## config.mk

```make
export PLATFORM = sky130hd
export DESIGN_NAME = tic_conditioner
export DESIGN_NICKNAME = d
export VERILOG_FILES = /design/src/core/tic_pkg.sv /design/src/core/tic_conditioner.sv
export SDC_FILE = /design/constraint.sdc
export NUM_CORES = 1
export LEC_CHECK = 0
export CAP_MARGIN = 20
export CORE_ASPECT_RATIO = 1.2
export CORE_UTILIZATION = 45
export CTS_BUF_LIST = sky130_fd_sc_hd__clkbuf_2
export DETAILED_ROUTE_END_ITERATION = 10
export DONT_BUFFER_PORTS = 1
export GPL_ROUTABILITY_DRIVEN = 0
export PLACE_DENSITY = 0.71
export SLEW_MARGIN = 30
export SYNTH_ARGS = -nofsm -noshare
export SYNTH_HDL_FRONTEND = slang
export SYNTH_SLANG_ARGS = --single-unit
```

## constraint.sdc

```tcl
create_clock -name CLK_SYS -period 6.6 [get_ports CLK_SYS]
set_clock_uncertainty 0.2 [all_clocks]
set_input_delay 0.33 -clock CLK_SYS [delete_from_list [all_inputs] [get_ports CLK_SYS]]
set_output_delay 0.33 -clock CLK_SYS [all_outputs]
set_load 0.01 [all_outputs]
```

## src/core/tic_pkg.sv

```systemverilog
// Constants, register map and carrier types of the trigger input conditioner.
// Assumes one 100 MHz system clock and an APB register port.
package tic_pkg;

   // ==========================================================
   // Input counts
   localparam int N_MAIN = 8;
   localparam int N_FRONT = 4;
   localparam int N_IN = 12;

   // ==========================================================
   // Register offsets (byte addresses)
   localparam logic [7:0] OFS_FILTER_TIME = 8'h00;
   localparam logic [7:0] OFS_SELECT = 8'h04;
   localparam logic [7:0] OFS_CONTROL = 8'h08;
   localparam logic [7:0] OFS_MAIN_LEVELS = 8'h0C;
   localparam logic [7:0] OFS_FRONT_LEVELS = 8'h10;
   localparam logic [7:0] OFS_FILTERED = 8'h14;

   // ==========================================================
   // Field positions
   localparam int CTRL_MODE_LSB = 0;
   localparam int CTRL_SENSE_BIT = 2;
   localparam int FILT_SEL_BIT = 12;

   // ==========================================================
   // Timing
   localparam int CLK_PERIOD_PS = 10000;
   localparam int TICK_PS = 3200;
   localparam int FILTER_TIME_RST_NS = 1000;
   localparam int ACC_W = 22;
   localparam logic [ACC_W-1:0] ACC_TICK = ACC_W'(TICK_PS / 100);
   localparam logic [ACC_W-1:0] ACC_STEP = ACC_W'(CLK_PERIOD_PS / 100);
   localparam logic [15:0] FILTER_TIME_RST =
      16'((FILTER_TIME_RST_NS * 1000 + TICK_PS - 1) / TICK_PS);

   // ==========================================================
   // Source selection codes
   localparam logic [3:0] MAIN_INPUT_ZERO_CHOICE = 4'h0;
   localparam logic [3:0] FRONT_INPUT_ZERO_CHOICE = 4'h8;
   localparam logic [3:0] SELECT_MAX = 4'hB;

   // ==========================================================
   // Types
   typedef enum logic [1:0] {
      TIC_MODE_GENERATOR,
      TIC_MODE_EXTERNAL,
      TIC_MODE_SOFTWARE,
      TIC_MODE_SYNCHRONIZED
   } tic_mode_e;

   typedef enum logic {
      TIC_SENSE_LOW_ACTIVE,
      TIC_SENSE_HIGH_ACTIVE
   } tic_sense_e;

   typedef struct packed {
      logic [15:0] filter_time;
      logic [3:0] select;
      tic_mode_e mode;
      tic_sense_e sense;
   } tic_cfg_s;

   typedef struct packed {
      logic [N_FRONT-1:0] front;
      logic [N_MAIN-1:0] main;
   } tic_lvl_s;

endpackage : tic_pkg

```

## src/core/tic_conditioner.sv

```systemverilog
// Trigger input conditioner: glitch filters, level snapshots, source select.
// Assumes external trigger pins asynchronous to CLK_SYS, APB master on CLK_SYS.
//
// Summary of operation
// - Accept level change only after stable time
// - Time programmable 0 to 209.712 us, reset 1.0
// - Accepted edge delayed by programmed time
// - One time setting filters all inputs
// - Setting global, last write applies everywhere
// - Main levels readable, bit n input n
// - Front levels readable, bit n input n
// - Selector routes one of twelve, reset main0
// - Non-external mode feeds statistics only
// - Programmable active level on selected source
// - Statistics tap after filter and sense
//
// The implementer's own choices: the placing of the registers and the APB interface to the registers.

// ==========================================================
// Single input glitch filter
module tic_glitch_filter (
   input wire logic CLK_SYS,
   input wire logic RST_N,
   input wire logic level_in,
   input wire logic [tic_pkg::ACC_W-1:0] thr,
   output logic level_out
);

   logic [tic_pkg::ACC_W-1:0] acc;

   always_ff @(posedge CLK_SYS or negedge RST_N) begin
      if (!RST_N) begin
         acc <= '0;
         level_out <= 1'b0;
      end else if (level_in == level_out) begin
         acc <= '0;
      end else if (acc >= thr) begin
         level_out <= level_in;
         acc <= '0;
      end else begin
         acc <= acc + tic_pkg::ACC_STEP;
      end
   end
endmodule : tic_glitch_filter

// ==========================================================
// Top level
module tic_conditioner (
   input wire logic CLK_SYS,
   input wire logic RST_N,
   input wire logic [tic_pkg::N_MAIN-1:0] MAIN_IN,
   input wire logic [tic_pkg::N_FRONT-1:0] FRONT_IN,
   input wire logic PSEL,
   input wire logic PENABLE,
   input wire logic PWRITE,
   input wire logic [7:0] PADDR,
   input wire logic [31:0] PWDATA,
   output logic [31:0] PRDATA,
   output logic PREADY,
   output logic PSLVERR,
   output logic TRIG_OUT,
   output logic STAT_OUT
);

   tic_pkg::tic_cfg_s cfg;
   logic [15:0] filter_time;
   logic [3:0] select;
   tic_pkg::tic_mode_e mode;
   tic_pkg::tic_sense_e sense;
   tic_pkg::tic_lvl_s sync1;
   tic_pkg::tic_lvl_s sync2;
   tic_pkg::tic_lvl_s snap;
   logic [tic_pkg::N_IN-1:0] filt;
   logic [tic_pkg::ACC_W-1:0] thr;
   logic sel_lvl;
   logic cond_lvl;
   logic wr_en;
   logic setup;
   logic [31:0] next_rdata;
   logic next_err;

   // ==========================================================
   // Input synchronizers
   always_ff @(posedge CLK_SYS or negedge RST_N) begin
      if (!RST_N) begin
         sync1 <= '0;
         sync2 <= '0;
      end else begin
         sync1 <= {FRONT_IN, MAIN_IN};
         sync2 <= sync1;
      end
   end

   // ==========================================================
   // Level snapshots
   always_ff @(posedge CLK_SYS or negedge RST_N) begin
      if (!RST_N) begin
         snap <= '0;
      end else begin
         snap <= sync2;
      end
   end

   // ==========================================================
   // Glitch filters
   assign thr = tic_pkg::ACC_W'(cfg.filter_time) * tic_pkg::ACC_TICK;

   for (genvar gi = 0; gi < tic_pkg::N_IN; gi++) begin : g_filt
      tic_glitch_filter u_filt (
         .CLK_SYS(CLK_SYS),
         .RST_N(RST_N),
         .level_in(sync2[gi]),
         .thr(thr),
         .level_out(filt[gi])
      );
   end

   // ==========================================================
   // Source select and sense
   always_comb begin
      sel_lvl = filt[cfg.select];
      cond_lvl = (cfg.sense == tic_pkg::TIC_SENSE_HIGH_ACTIVE) ? sel_lvl : ~sel_lvl;
   end

   always_ff @(posedge CLK_SYS or negedge RST_N) begin
      if (!RST_N) begin
         STAT_OUT <= 1'b0;
         TRIG_OUT <= 1'b0;
      end else begin
         STAT_OUT <= cond_lvl;
         TRIG_OUT <= cond_lvl && (cfg.mode == tic_pkg::TIC_MODE_EXTERNAL);
      end
   end

   // ==========================================================
   // APB slave
   assign setup = PSEL && !PENABLE;
   assign wr_en = PSEL && PENABLE && PWRITE;
   assign PREADY = 1'b1;
   assign cfg = '{filter_time: filter_time, select: select, mode: mode, sense: sense};

   always_ff @(posedge CLK_SYS or negedge RST_N) begin
      if (!RST_N) begin
         filter_time <= tic_pkg::FILTER_TIME_RST;
      end else if (wr_en && PADDR == tic_pkg::OFS_FILTER_TIME) begin
         filter_time <= PWDATA[15:0];
      end
   end

   always_ff @(posedge CLK_SYS or negedge RST_N) begin
      if (!RST_N) begin
         select <= tic_pkg::MAIN_INPUT_ZERO_CHOICE;
      end else if (wr_en && PADDR == tic_pkg::OFS_SELECT) begin
         if (PWDATA[3:0] <= tic_pkg::SELECT_MAX && PWDATA[31:4] == '0) begin
            select <= PWDATA[3:0];
         end
      end
   end

   always_ff @(posedge CLK_SYS or negedge RST_N) begin
      if (!RST_N) begin
         mode <= tic_pkg::TIC_MODE_GENERATOR;
         sense <= tic_pkg::TIC_SENSE_HIGH_ACTIVE;
      end else if (wr_en && PADDR == tic_pkg::OFS_CONTROL) begin
         mode <= tic_pkg::tic_mode_e'(PWDATA[tic_pkg::CTRL_MODE_LSB +: 2]);
         sense <= tic_pkg::tic_sense_e'(PWDATA[tic_pkg::CTRL_SENSE_BIT]);
      end
   end

   always_comb begin
      next_rdata = 32'h00000000;
      next_err = 1'b0;
      unique case (PADDR)
         tic_pkg::OFS_FILTER_TIME: begin
            next_rdata[15:0] = cfg.filter_time;
         end
         tic_pkg::OFS_SELECT: begin
            next_rdata[3:0] = cfg.select;
         end
         tic_pkg::OFS_CONTROL: begin
            next_rdata[tic_pkg::CTRL_MODE_LSB +: 2] = cfg.mode;
            next_rdata[tic_pkg::CTRL_SENSE_BIT] = cfg.sense;
         end
         tic_pkg::OFS_MAIN_LEVELS: begin
            next_rdata[7:0] = snap.main;
            next_err = PWRITE;
         end
         tic_pkg::OFS_FRONT_LEVELS: begin
            next_rdata[3:0] = snap.front;
            next_err = PWRITE;
         end
         tic_pkg::OFS_FILTERED: begin
            next_rdata[tic_pkg::N_IN-1:0] = filt;
            next_rdata[tic_pkg::FILT_SEL_BIT] = cond_lvl;
            next_err = PWRITE;
         end
         default: begin
            next_err = 1'b1;
         end
      endcase
   end

   always_ff @(posedge CLK_SYS or negedge RST_N) begin
      if (!RST_N) begin
         PRDATA <= 32'h00000000;
         PSLVERR <= 1'b0;
      end else if (setup) begin
         PRDATA <= next_rdata;
         PSLVERR <= next_err;
      end
   end
endmodule : tic_conditioner

```

== Word-level counts from Yosys, hierarchy flattened ==
Cells that the tools add are included.

* Word-level logic and storage cells: 154
* Input port bits: 57
* Bits in registers: 354

* $lt $le $gt $ge: 14
* Eq/ne operators: 18
* Bitwise gates (word level): 13
* Reduce and logical (&&, ||, !) cells: 26
* Mux-type cells: 33
* Add/sub/neg operators: 12

{| class="wikitable"
|+ Operator list
! kind !! count
|-
| $mux W22 || 24
|-
| $add A22 B7 Y22 const B || 12
|-
| $ge A22 B21 Y1 || 12
|-
| $logic_not A28 Y1 || 1
|-
| $reduce_and A2 Y1 || 13
|-
| $pmux W3 S6 || 1
|-
| $eq A8 B4 Y1 const B || 2
|-
| $eq A8 B5 Y1 const B || 2
|-
| $not A1 Y1 || 13
|-
| $eq A1 B1 Y1 || 12
|-
| $pmux W4 S3 || 1
|-
| $pmux W5 S2 || 1
|-
| $eq A8 B3 Y1 const B || 1
|-
| $logic_and A1 B1 Y1 || 8
|-
| $logic_not A8 Y1 || 1
|-
| $reduce_or A3 Y1 || 2
|-
| $lt A4 B5 Y1 const B || 1
|-
| $pmux W1 S5 || 1
|-
| $bmux W1 S4 || 1
|-
| $le A4 B4 Y1 const B || 1
|-
| $mux W3 || 1
|-
| $eq A2 B1 Y1 const B || 1
|-
| $mux W1 || 2
|-
| $pmux W1 S2 || 1
|-
| $logic_not A1 Y1 || 1
|}

== Longest topological paths before layout ==
Gate-level depths: netlist of run 1.

* Depth after elaboration: 5
* Mapped depth: 9
* Mapped depth without buffers: 8

== Cells and area by module ==
From an unflattened synthesis of run 1, not the netlist that was laid out.

* Cells, all modules: 2243
* Area total of the unflattened synthesis: 21947.3 um^2

{| class="wikitable"
|+ By module, submodules not included
! module !! sequential area each (um^2) !! times used !! cells each !! area an instance (um^2)
|-
| tic_glitch_filter || 525.5 || 12 || 166 || 1561.5
|-
| tic_conditioner || 1959.4 || 1 || 251 || 3209.3
|}

== Least setup slack after synthesis of run 1 ==
No wires, ideal clock.

* Path kind: flip-flop to flip-flop
* From: reg filter_time[2]
* To: reg g_filt[1].u_filt.acc[6] in the netlist's numbering
* Required time: 6.322 ns
* Arrival: 2.282 ns
* Stages on the path, launching flop included: 10
* Path slack: 4.040 ns
* Buffers on the path: 1
* Path through: dfrtp_1 > inv_1 > ha_1 > a21o_1 > a21o_1 > a2111o_1 > a211oi_1 > o211ai_1 > clkbuf_1 > a21oi_1

* Word-level cells in the longest chain between the ends: 3

{| class="wikitable"
|+ Ends and longest elaborated chain
! what !! RTL line !! RTL
|-
| start, declared || tic_conditioner.sv:66 || <nowiki>logic [15:0] filter_time;</nowiki>
|-
| start signal, assigned || tic_conditioner.sv:144 || <nowiki>filter_time <= tic_pkg::FILTER_TIME_RST;</nowiki>
|-
| start signal, assigned || tic_conditioner.sv:146 || <nowiki>filter_time <= PWDATA[15:0];</nowiki>
|-
| $ge A22 B21 Y1 || tic_conditioner.sv:37 || <nowiki>end else if (acc >= thr) begin</nowiki>
|-
| $mux W22 || tic_conditioner.sv:37 ||
|-
| $mux W22 || tic_conditioner.sv:35 || <nowiki>end else if (level_in == level_out) begin</nowiki>
|-
| end signal, assigned || tic_conditioner.sv:41 || <nowiki>acc <= acc + tic_pkg::ACC_STEP;</nowiki>
|-
| end, declared || tic_conditioner.sv:29 || <nowiki>logic [tic_pkg::ACC_W-1:0] acc;</nowiki>
|}

No other way between the ends.
A chain may end at the register's enable or synchronous reset.

== Worst setup path after layout of run 1 ==
* From: in PADDR[6]
* To: reg filter_time[5]

* Word-level cells in the longest chain between the ends: 2

{| class="wikitable"
|+ Ends and longest elaborated chain
! what !! RTL line !! RTL
|-
| start, declared || tic_conditioner.sv:56 || <nowiki>input wire logic [7:0] PADDR,</nowiki>
|-
| $logic_not A8 Y1 || tic_conditioner.sv:145 || <nowiki>end else if (wr_en && PADDR == tic_pkg::OFS_FILTER_TIME) begin</nowiki>
|-
| $logic_and A1 B1 Y1 || tic_conditioner.sv:145 ||
|}

No other way between the ends.

==> results by group, run 1 <==
Outcome
  – Status: finished with violations
  – Failing checks: hold timing

Yosys
  – Yosys warnings: 0
  – Avg Cell Area, Syn: 9.771 um2
  – Syn Inst Count: 1,936
  – Post-Syn Area: 18,920 um2
  – Number of flops mapped to enable cells by yosys: 0
  – Distinct cells, synth: 58
  – Ys async rst share: 100.0%
  – Sequential share of the synthesized area: 43.69%
  – Flops & latches, synth: 330
  – Synth Flop Type: dfrtp_1

STA
  – Setup Total Neg Slack: 0 ns
  – Slew headroom: 28.18%
  – Endpoints failing setup: 0
  – Fin crit period: 4.320 ns
  – Worst-Margin Slew: 1.077 ns
  – RSZ-0062 raised after global routing: no
  – F_max: 231.5 MHz
  – Final worst-path cycle share: 65.45%
  – Slew Viols, Final: 0
  – Fin Hold WS: -1.190 ns
  – Final Hold Fails: 330

Cells and area
  – Share of cells above drive strength 1: 8.922%
  – Footprint of the multi-input gates: 10,090 um2
  – NumNets Final: 2,368
  – Synth-to-layout area growth: 11.99%
  – Register Area: 8265 um2
  – FILL cells: 3,764

Global routing
  – Largest net degree at the start of global routing: 331
  – GR Util All Layers: 23.19%
  – First-pass GRT wire length: 77.27 mm
  – Initial antenna violation count: 5
  – Grt total ovfl: 0
  – Vias in the first global route: 14,850

Floorplanning
  – Core area: 41,150 um2
  – Num ports: 93
  – Total die area: 42,860 um2
  – DIE WIDTH: 189.2 um
  – Die Height: 226.6 um
  – Initial Utilization: 45.97%
  – Site Rows: 81

CTS
  – Root Driver: clkbuf_2
  – Post_cts resized: 0
  – Clk_lat worst skew: 1.05 ns
  – CTS buffer count: 86
  – Worst-case clock buffer depth: 3
  – Clock sink count: 330
  – # hold bufs at CTS: 95
  – CTS tree: yes
  – Post-CTS setup buffers: 0
  – Max H-tree Level: 3
  – Clk slew on worst S/H paths: 0.10 ns

Critical path
  – Critical path class: input pin to flop
  – WP data required: 7.37 ns
  – Critical path arrival: 5.09 ns
  – Crit. End Element: flop
  – Max FO, Critical Path: 31
  – Startpoint Class: input pin

Routing
  – Drt drc: 0
  – Iteration count of the initial detailed-routing pass: 5
  – DR vias: 14,890
  – Vias per std cell: 5.525
  – DRT Wirelength: 48.25 mm
  – DR iter-0 viols: 1,218
  – Post-route ant nets: 0
  – Wire per inst: 17.90 um

Pwr
  – Power density over cell area: 185.1 nW/um2
  – Maximum VDD drop: 0.1223 mV
  – Leak: 0.01055 uW
  – Total power: 3921 uW

Placed design
  – PortBufs: 0
  – Hpwl dp: 32.57 mm

Hold path
  – Hold Path Class: input pin to asynchronous set/reset pin

Run
  – Max Cap Viol: 0
[layer usage]
layer | share of wire, % | vias to the layer above | routed length, um | global-route usage, %
li1 | - | 7038 | - | -
met1 | 40 | 7195 | 19480 | 27.79
met2 | 48 | 518 | 22950 | 38.96
met3 | 7.3 | 140 | 3501 | 4.458
met4 | 4.8 | 0 | 2311 | 13.35
met5 | 0 | - | 0 | 0
[state kept, by name, summed over array words and instances (netlist names), 2 cells and up]
| signal | count |
|---|---|
| select | 4 |
| sync2 | 12 |
| sync1 | 12 |
| PRDATA | 16 |
| mode | 2 |
| g_filt.u_filt.level_out | 12 |
| snap | 12 |
| g_filt.u_filt.acc | 240 |
| filter_time | 16 |
[critical path: stages]
cell and delay (ns):
dlygate4sd3_1 0.58, or4_4 0.47, dlygate4sd3_1 0.66, nor4_4 0.76, and4_1 0.87, nand2_1 0.11
dlygate4sd3_1 0.58, o21ai_0 0.11, dlygate4sd3_1 0.61
[worst paths after layout]
path	from	endpoint	slack, ns	depth (start not counted)
worst max-delay path	PADDR[6]	filter_time[5]$_DFFE_PN1P_	2.28	9
worst min register to register	sync1[3]$_DFF_PN0_	sync2[3]$_DFF_PN0_	0.14	0
min in group CLK_SYS	PADDR[3]	sense$_DFFE_PN1P_	0.13	4
worst min-delay path	RST_N	g_filt[10].u_filt.acc[16]$_DFF_PN0_	-1.19	0
worst max register to register	filter_time[6]$_DFFE_PN0P_	g_filt[9].u_filt.acc[6]$_DFF_PN0_	2.83	7
max in group asynchronous	RST_N	sync1[7]$_DFF_PN0_	6.47	0
[power by group]
part	switching [uW]	internal (uW)	total, uW
registers	92.0	2100	2190
logic	187	146	333
clock network	861	539	1400
total	1140	2780	3920
[cell usage in the layout, fill, tap and decap left out, types with 17 or more instances in the layout]
| master | instances |
|---|---|
| a211o_1 | 17 |
| a21o_1 | 41 |
| a21oi_1 | 77 |
| and3_1 | 29 |
| buf_4 | 17 |
| clkbuf_2 | 126 |
| clkinv_1 | 17 |
| conb_1 | 17 |
| dfrtp_1 | 324 |
| dlygate4sd3_1 | 95 |
| ha_1 | 216 |
| inv_1 | 90 |
| mux2_2 | 20 |
| nand2_1 | 169 |
| nand3_1 | 73 |
| nand4_1 | 46 |
| nor2_1 | 323 |
| nor2b_1 | 26 |
| nor4_1 | 17 |
| o21ai_0 | 47 |
| xnor2_1 | 114 |
| xor2_1 | 85 |
[through the flow]
step / instances / utilization, % / setup slack [ns] / instance area [um2]
4_1_cts: 2691 / 51.46 / 2.496 / 21180
3_5_place_dp: 2451 / 47.38 / 2.935 / 19490
6_report: 2695 / 51.49 / 2.280 / 21190
5_1_grt: 2695 / 51.49 / 2.078 / 21190
2_1_floorplan: 1951 / - / 4.040 / 18970
3_3_place_gp: 2451 / 47.38 / 3.061 / 19490
[Yosys cell counts (14+ instances only)]
master / count / area (um2)
dfrtp_1: 324 / 8108
inv_1: 90 / 337.8
ha_1: 216 / 2703
xnor2_1: 114 / 998.5
xor2_1: 85 / 744.5
a21oi_1: 77 / 385.4
nand3_1: 73 / 365.4
nand2_1: 169 / 634.4
nor2_1: 323 / 1212
a211o_1: 17 / 148.9
nand4_1: 46 / 287.8
nor4_1: 17 / 106.4
o21ai_0: 47 / 235.2
a31oi_1: 14 / 87.58
and3_1: 29 / 181.4
clkbuf_1: 34 / 127.6
nor2b_1: 26 / 162.7
a21o_1: 41 / 307.8
buf_4: 17 / 127.6
mux2_2: 20 / 225.2
[cell type report]
type | count | area share [%]
multi-input combinational | 1475 | 47.63
sequential | 330 | 39.01
timing repair buffer | 112 | 5.091
tap | 539 | 3.183
clock buffer | 126 | 2.977
inverter | 90 | 1.595
clock inverter | 19 | 0.4666
antenna | 4 | 0.04725
[cell families after synthesis]
group | after synthesis | share of synthesized area, %
AO/OA/AOI/OAI | 262 | 9.174
adder cells (fa/ha/maj) | 216 | 14.29
flip-flops | 330 | 43.69
XOR/XNOR | 199 | 9.214
other | 2 | 0.03970
buffers and inverters | 146 | 3.267
AND/OR/NAND/NOR | 754 | 18.43
multiplexers | 27 | 1.892
Power figures use the tool's default switching activity.
==> inputs of run 2 (changes only) <==
- clock period: 6.6 -> 4.17 ns (I/O delays scaled with it)
==> run 2 against run 1 <==
The flow still finishes with violations (hold timing). Clock-buffer cell count decreased by 7. Global-route usage decreased by 0.45 points. Total power increased by 59%. Critical path depth up 2. Hold slack got worse by 0.070 ns. Cell count rose by 1.3%. Flip-flop and latch count unchanged. Sequential share of layout area shrank 0.52 points. Cell area rose by 1.4%. Wire length fell by 1.3%. Clock power rose by 58%. Critical endpoint is now select[3]$_DFFE_PN0P_.
==> results by group, run 2 (synthesis gave the netlist of run 1 again) <==
Outcome
  – Status: finished with violations (unchanged)
  – Failing checks: hold timing (unchanged)

STA
  – Endpoints failing setup: 0 (unchanged)
  – Final Hold Fails: 330 (unchanged)
  – Worst-Margin Slew: 0.9031 ns (was 1.077 ns)
  – Fin crit period: 3.780 ns
  – Setup Total Neg Slack: 0 ns (unchanged)
  – RSZ-0062 raised after global routing: no (unchanged)
  – Slew headroom: 39.79% (was 28.18%)
  – Fin Hold WS: -1.260 ns (was -1.190 ns)
  – Slew Viols, Final: 0 (unchanged)
  – Final worst-path cycle share: 90.64%
  – F_max: 264.6 MHz

Floorplanning
  – Core area: 41,150 um2 (unchanged)
  – Die Height: 226.6 um (unchanged)
  – Num ports: 93 (unchanged)
  – Initial Utilization: 45.97% (unchanged)
  – DIE WIDTH: 189.2 um (unchanged)
  – Site Rows: 81 (unchanged)
  – Total die area: 42,860 um2 (unchanged)

CTS
  – CTS tree: yes (unchanged)
  – Max H-tree Level: 3 (unchanged)
  – Clk slew on worst S/H paths: 0.10 ns (about the same)
  – Root Driver: clkbuf_2 (unchanged)
  – Post-CTS setup buffers: 0 (unchanged)
  – Clk_lat worst skew: 1.01 ns (was 1.05 ns)
  – CTS buffer count: 84 (was 86)
  – # hold bufs at CTS: 113 (was 95)
  – Post_cts resized: 0 (unchanged)
  – Clock sink count: 330 (unchanged)
  – Worst-case clock buffer depth: 3 (unchanged)

Critical path
  – Worst Setup EP: select[3]$_DFFE_PN0P_ (was filter_time[5]$_DFFE_PN1P_)
  – Reg2reg path depth: 9 (was 7)
  – Critical path arrival: 4.51 ns (was 5.09 ns)
  – Critical path class: input pin to flop (unchanged)
  – R2r endpoint: g_filt[7].u_filt.acc[6]$_DFF_PN0_ (was g_filt[9].u_filt.acc[6]$_DFF_PN0_)
  – Crit Reg-Reg Startpoint: filter_time[13]$_DFFE_PN0P_ (was filter_time[6]$_DFFE_PN0P_)
  – Reg-to-reg slack, setup: 0.89 ns (was 2.83 ns)
  – Startpoint Class: input pin (unchanged)
  – WP data required: 4.90 ns (was 7.37 ns)
  – Crit. End Element: flop (unchanged)
  – Max FO, Critical Path: 5 (was 31)
  – Worst setup path start: PWDATA[19] (was PADDR[6])

Global routing
  – Initial antenna violation count: 3 (was 5)
  – Largest net degree at the start of global routing: 331 (unchanged)
  – Gr busiest metal: met2 (unchanged)
  – First-pass GRT wire length: 76.47 mm (was 77.27 mm)
  – Met3 usage: 5.324% (was 4.458%)
  – GR met1 Demand/Resource: 28.14% (was 27.79%)
  – Routing usage on met2: 36.66% (was 38.96%)
  – Grt total ovfl: 0 (unchanged)
  – Vias in the first global route: 14,930 (was 14,850)
  – GR Util All Layers: 22.74% (was 23.19%)

Cells and area
  – Top Registers: g_filt.u_filt.acc x240, PRDATA x16, filter_time x16 (unchanged)
  – Synth-to-layout area growth: 13.51% (was 11.99%)
  – Share of cells above drive strength 1: 9.319% (was 8.922%)
  – Max FFs per register: 240 (unchanged)
  – Final instance area: 21,470 um2 (was 21,190 um2)
  – Largest Register: g_filt.u_filt.acc (unchanged)
  – Commonest non-fill, non-tap cell in the layout: dfrtp_1 (unchanged)
  – FILL cells: 3,680 (was 3,764)
  – Commonest non-fill, non-tap cells in the layout: dfrtp_1 (324), nor2_1 (323), ha_1 (216) (unchanged)
  – NumNets Final: 2,395 (was 2,368)

Routing
  – Post-route ant nets: 0 (unchanged)
  – DR iter-0 viols: 1,076 (was 1,218)
  – Wire per inst: 17.43 um (was 17.90 um)
  – Vias per std cell: 5.493 (was 5.525)
  – DR vias: 15,000 (was 14,890)
  – Drt drc: 0 (unchanged)
  – Iteration count of the initial detailed-routing pass: 7 (was 5)
  – DRT Wirelength: 47.61 mm (was 48.25 mm)

Pwr
  – Comb power frac: 8.8% (was 8.5%)
  – Leak: 0.01070 uW (was 0.01055 uW)
  – Switching Share: 29.28% (was 29.08%)
  – Maximum VDD drop: 0.1620 mV (was 0.1223 mV)
  – Sw Pwr: 1820 uW (was 1140 uW)
  – Clock network fraction of design power: 35.5% (was 35.7%)
  – Power density over cell area: 289.4 nW/um2 (was 185.1 nW/um2)
  – Int Pwr: 4395 uW (was 2781 uW)
  – Flop pwr share: 55.7% (was 55.8%)

Hold path
  – Hold Path Class: input pin to asynchronous set/reset pin (unchanged)

Run
  – Max Cap Viol: 0 (unchanged)

Placed design
  – Placed Area: 19,580 um2 (was 19,490 um2)
  – PortBufs: 0 (unchanged)
  – Hpwl dp: 32.31 mm (was 32.57 mm)
## run 2: cell type report
class	count	area, um2	share of cell area (%)
Timing Repair Buffer	141	1341	6.247
Clock buffer	119	595.6	2.774
Sequential cell	330	8265	38.49
Inverter	90	337.8	1.573
Tap cell	539	674.4	3.141
Multi-Input combinational cell	1475	10090	46.99
Clock inverter	34	160.2	0.7459
Antenna cell	3	7.507	0.03496
## run 2: metrics by stage
step	setup WS (ns)	power (uW)	cells	util [%]	hold slack, ns
after floorplan	1.610	3852	1951	-	-0.2871
after global placement	1.053	3965	2462	47.58	-0.2738
after detailed placement	0.9566	3988	2462	47.58	-0.2758
after CTS	0.5856	6287	2728	52.17	-1.415
after global routing	0.3452	6537	2731	52.18	-1.364
final	0.3903	6214	2731	52.18	-1.260
## run 2: worst min path at each step
| stage | to | slack (ns) | cells past startpoint |
|---|---|---|---|
| 3_3_place_gp | g_filt[10].u_filt.acc[4]$_DFF_PN0_ | -0.27 | 0 |
| 3_5_place_dp | g_filt[10].u_filt.acc[4]$_DFF_PN0_ | -0.28 | 0 |
| 5_1_grt | g_filt[4].u_filt.acc[20]$_DFF_PN0_ | -1.36 | 0 |
| 6_report | g_filt[10].u_filt.acc[4]$_DFF_PN0_ | -1.26 | 0 |
| 4_1_cts | g_filt[1].u_filt.acc[4]$_DFF_PN0_ | -1.42 | 0 |
| 2_1_floorplan | PRDATA[0]$_DFFE_PN0P_ | -0.29 | 0 |
## run 2: worst max-delay path: stages
cell and delay [ns]:
dlygate4sd3_1 0.53, nor4_1 0.21, dlygate4sd3_1 0.59, nand3_1 0.06
dlygate4sd3_1 0.61, nor4_4 0.17, dlygate4sd3_1 0.79, nand2_1 0.10
dlygate4sd3_1 0.57, o21ai_0 0.08, dlygate4sd3_1 0.58
## run 2: power by group through the flow
| stage | clock [uW] | sequential, uW | combinational (uW) |
|---|---|---|---|
| 4_1_cts | 2290 | 3460 | 540 |
| 2_1_floorplan | 0 | 3480 | 372 |
| 5_1_grt | 2440 | 3480 | 616 |
| 3_5_place_dp | 0 | 3520 | 467 |
| 3_3_place_gp | 0 | 3520 | 448 |
| 6_report | 2210 | 3460 | 546 |
## run 2: metal layers
layer / share of wire (%) / up-vias / wire (um)
met3: 7.3 / 137 / 3462
met4: 4.5 / 0 / 2158
li1: - / 7101 / -
met5: 0 / - / 0
met1: 42 / 7269 / 20180
met2: 46 / 495 / 21800
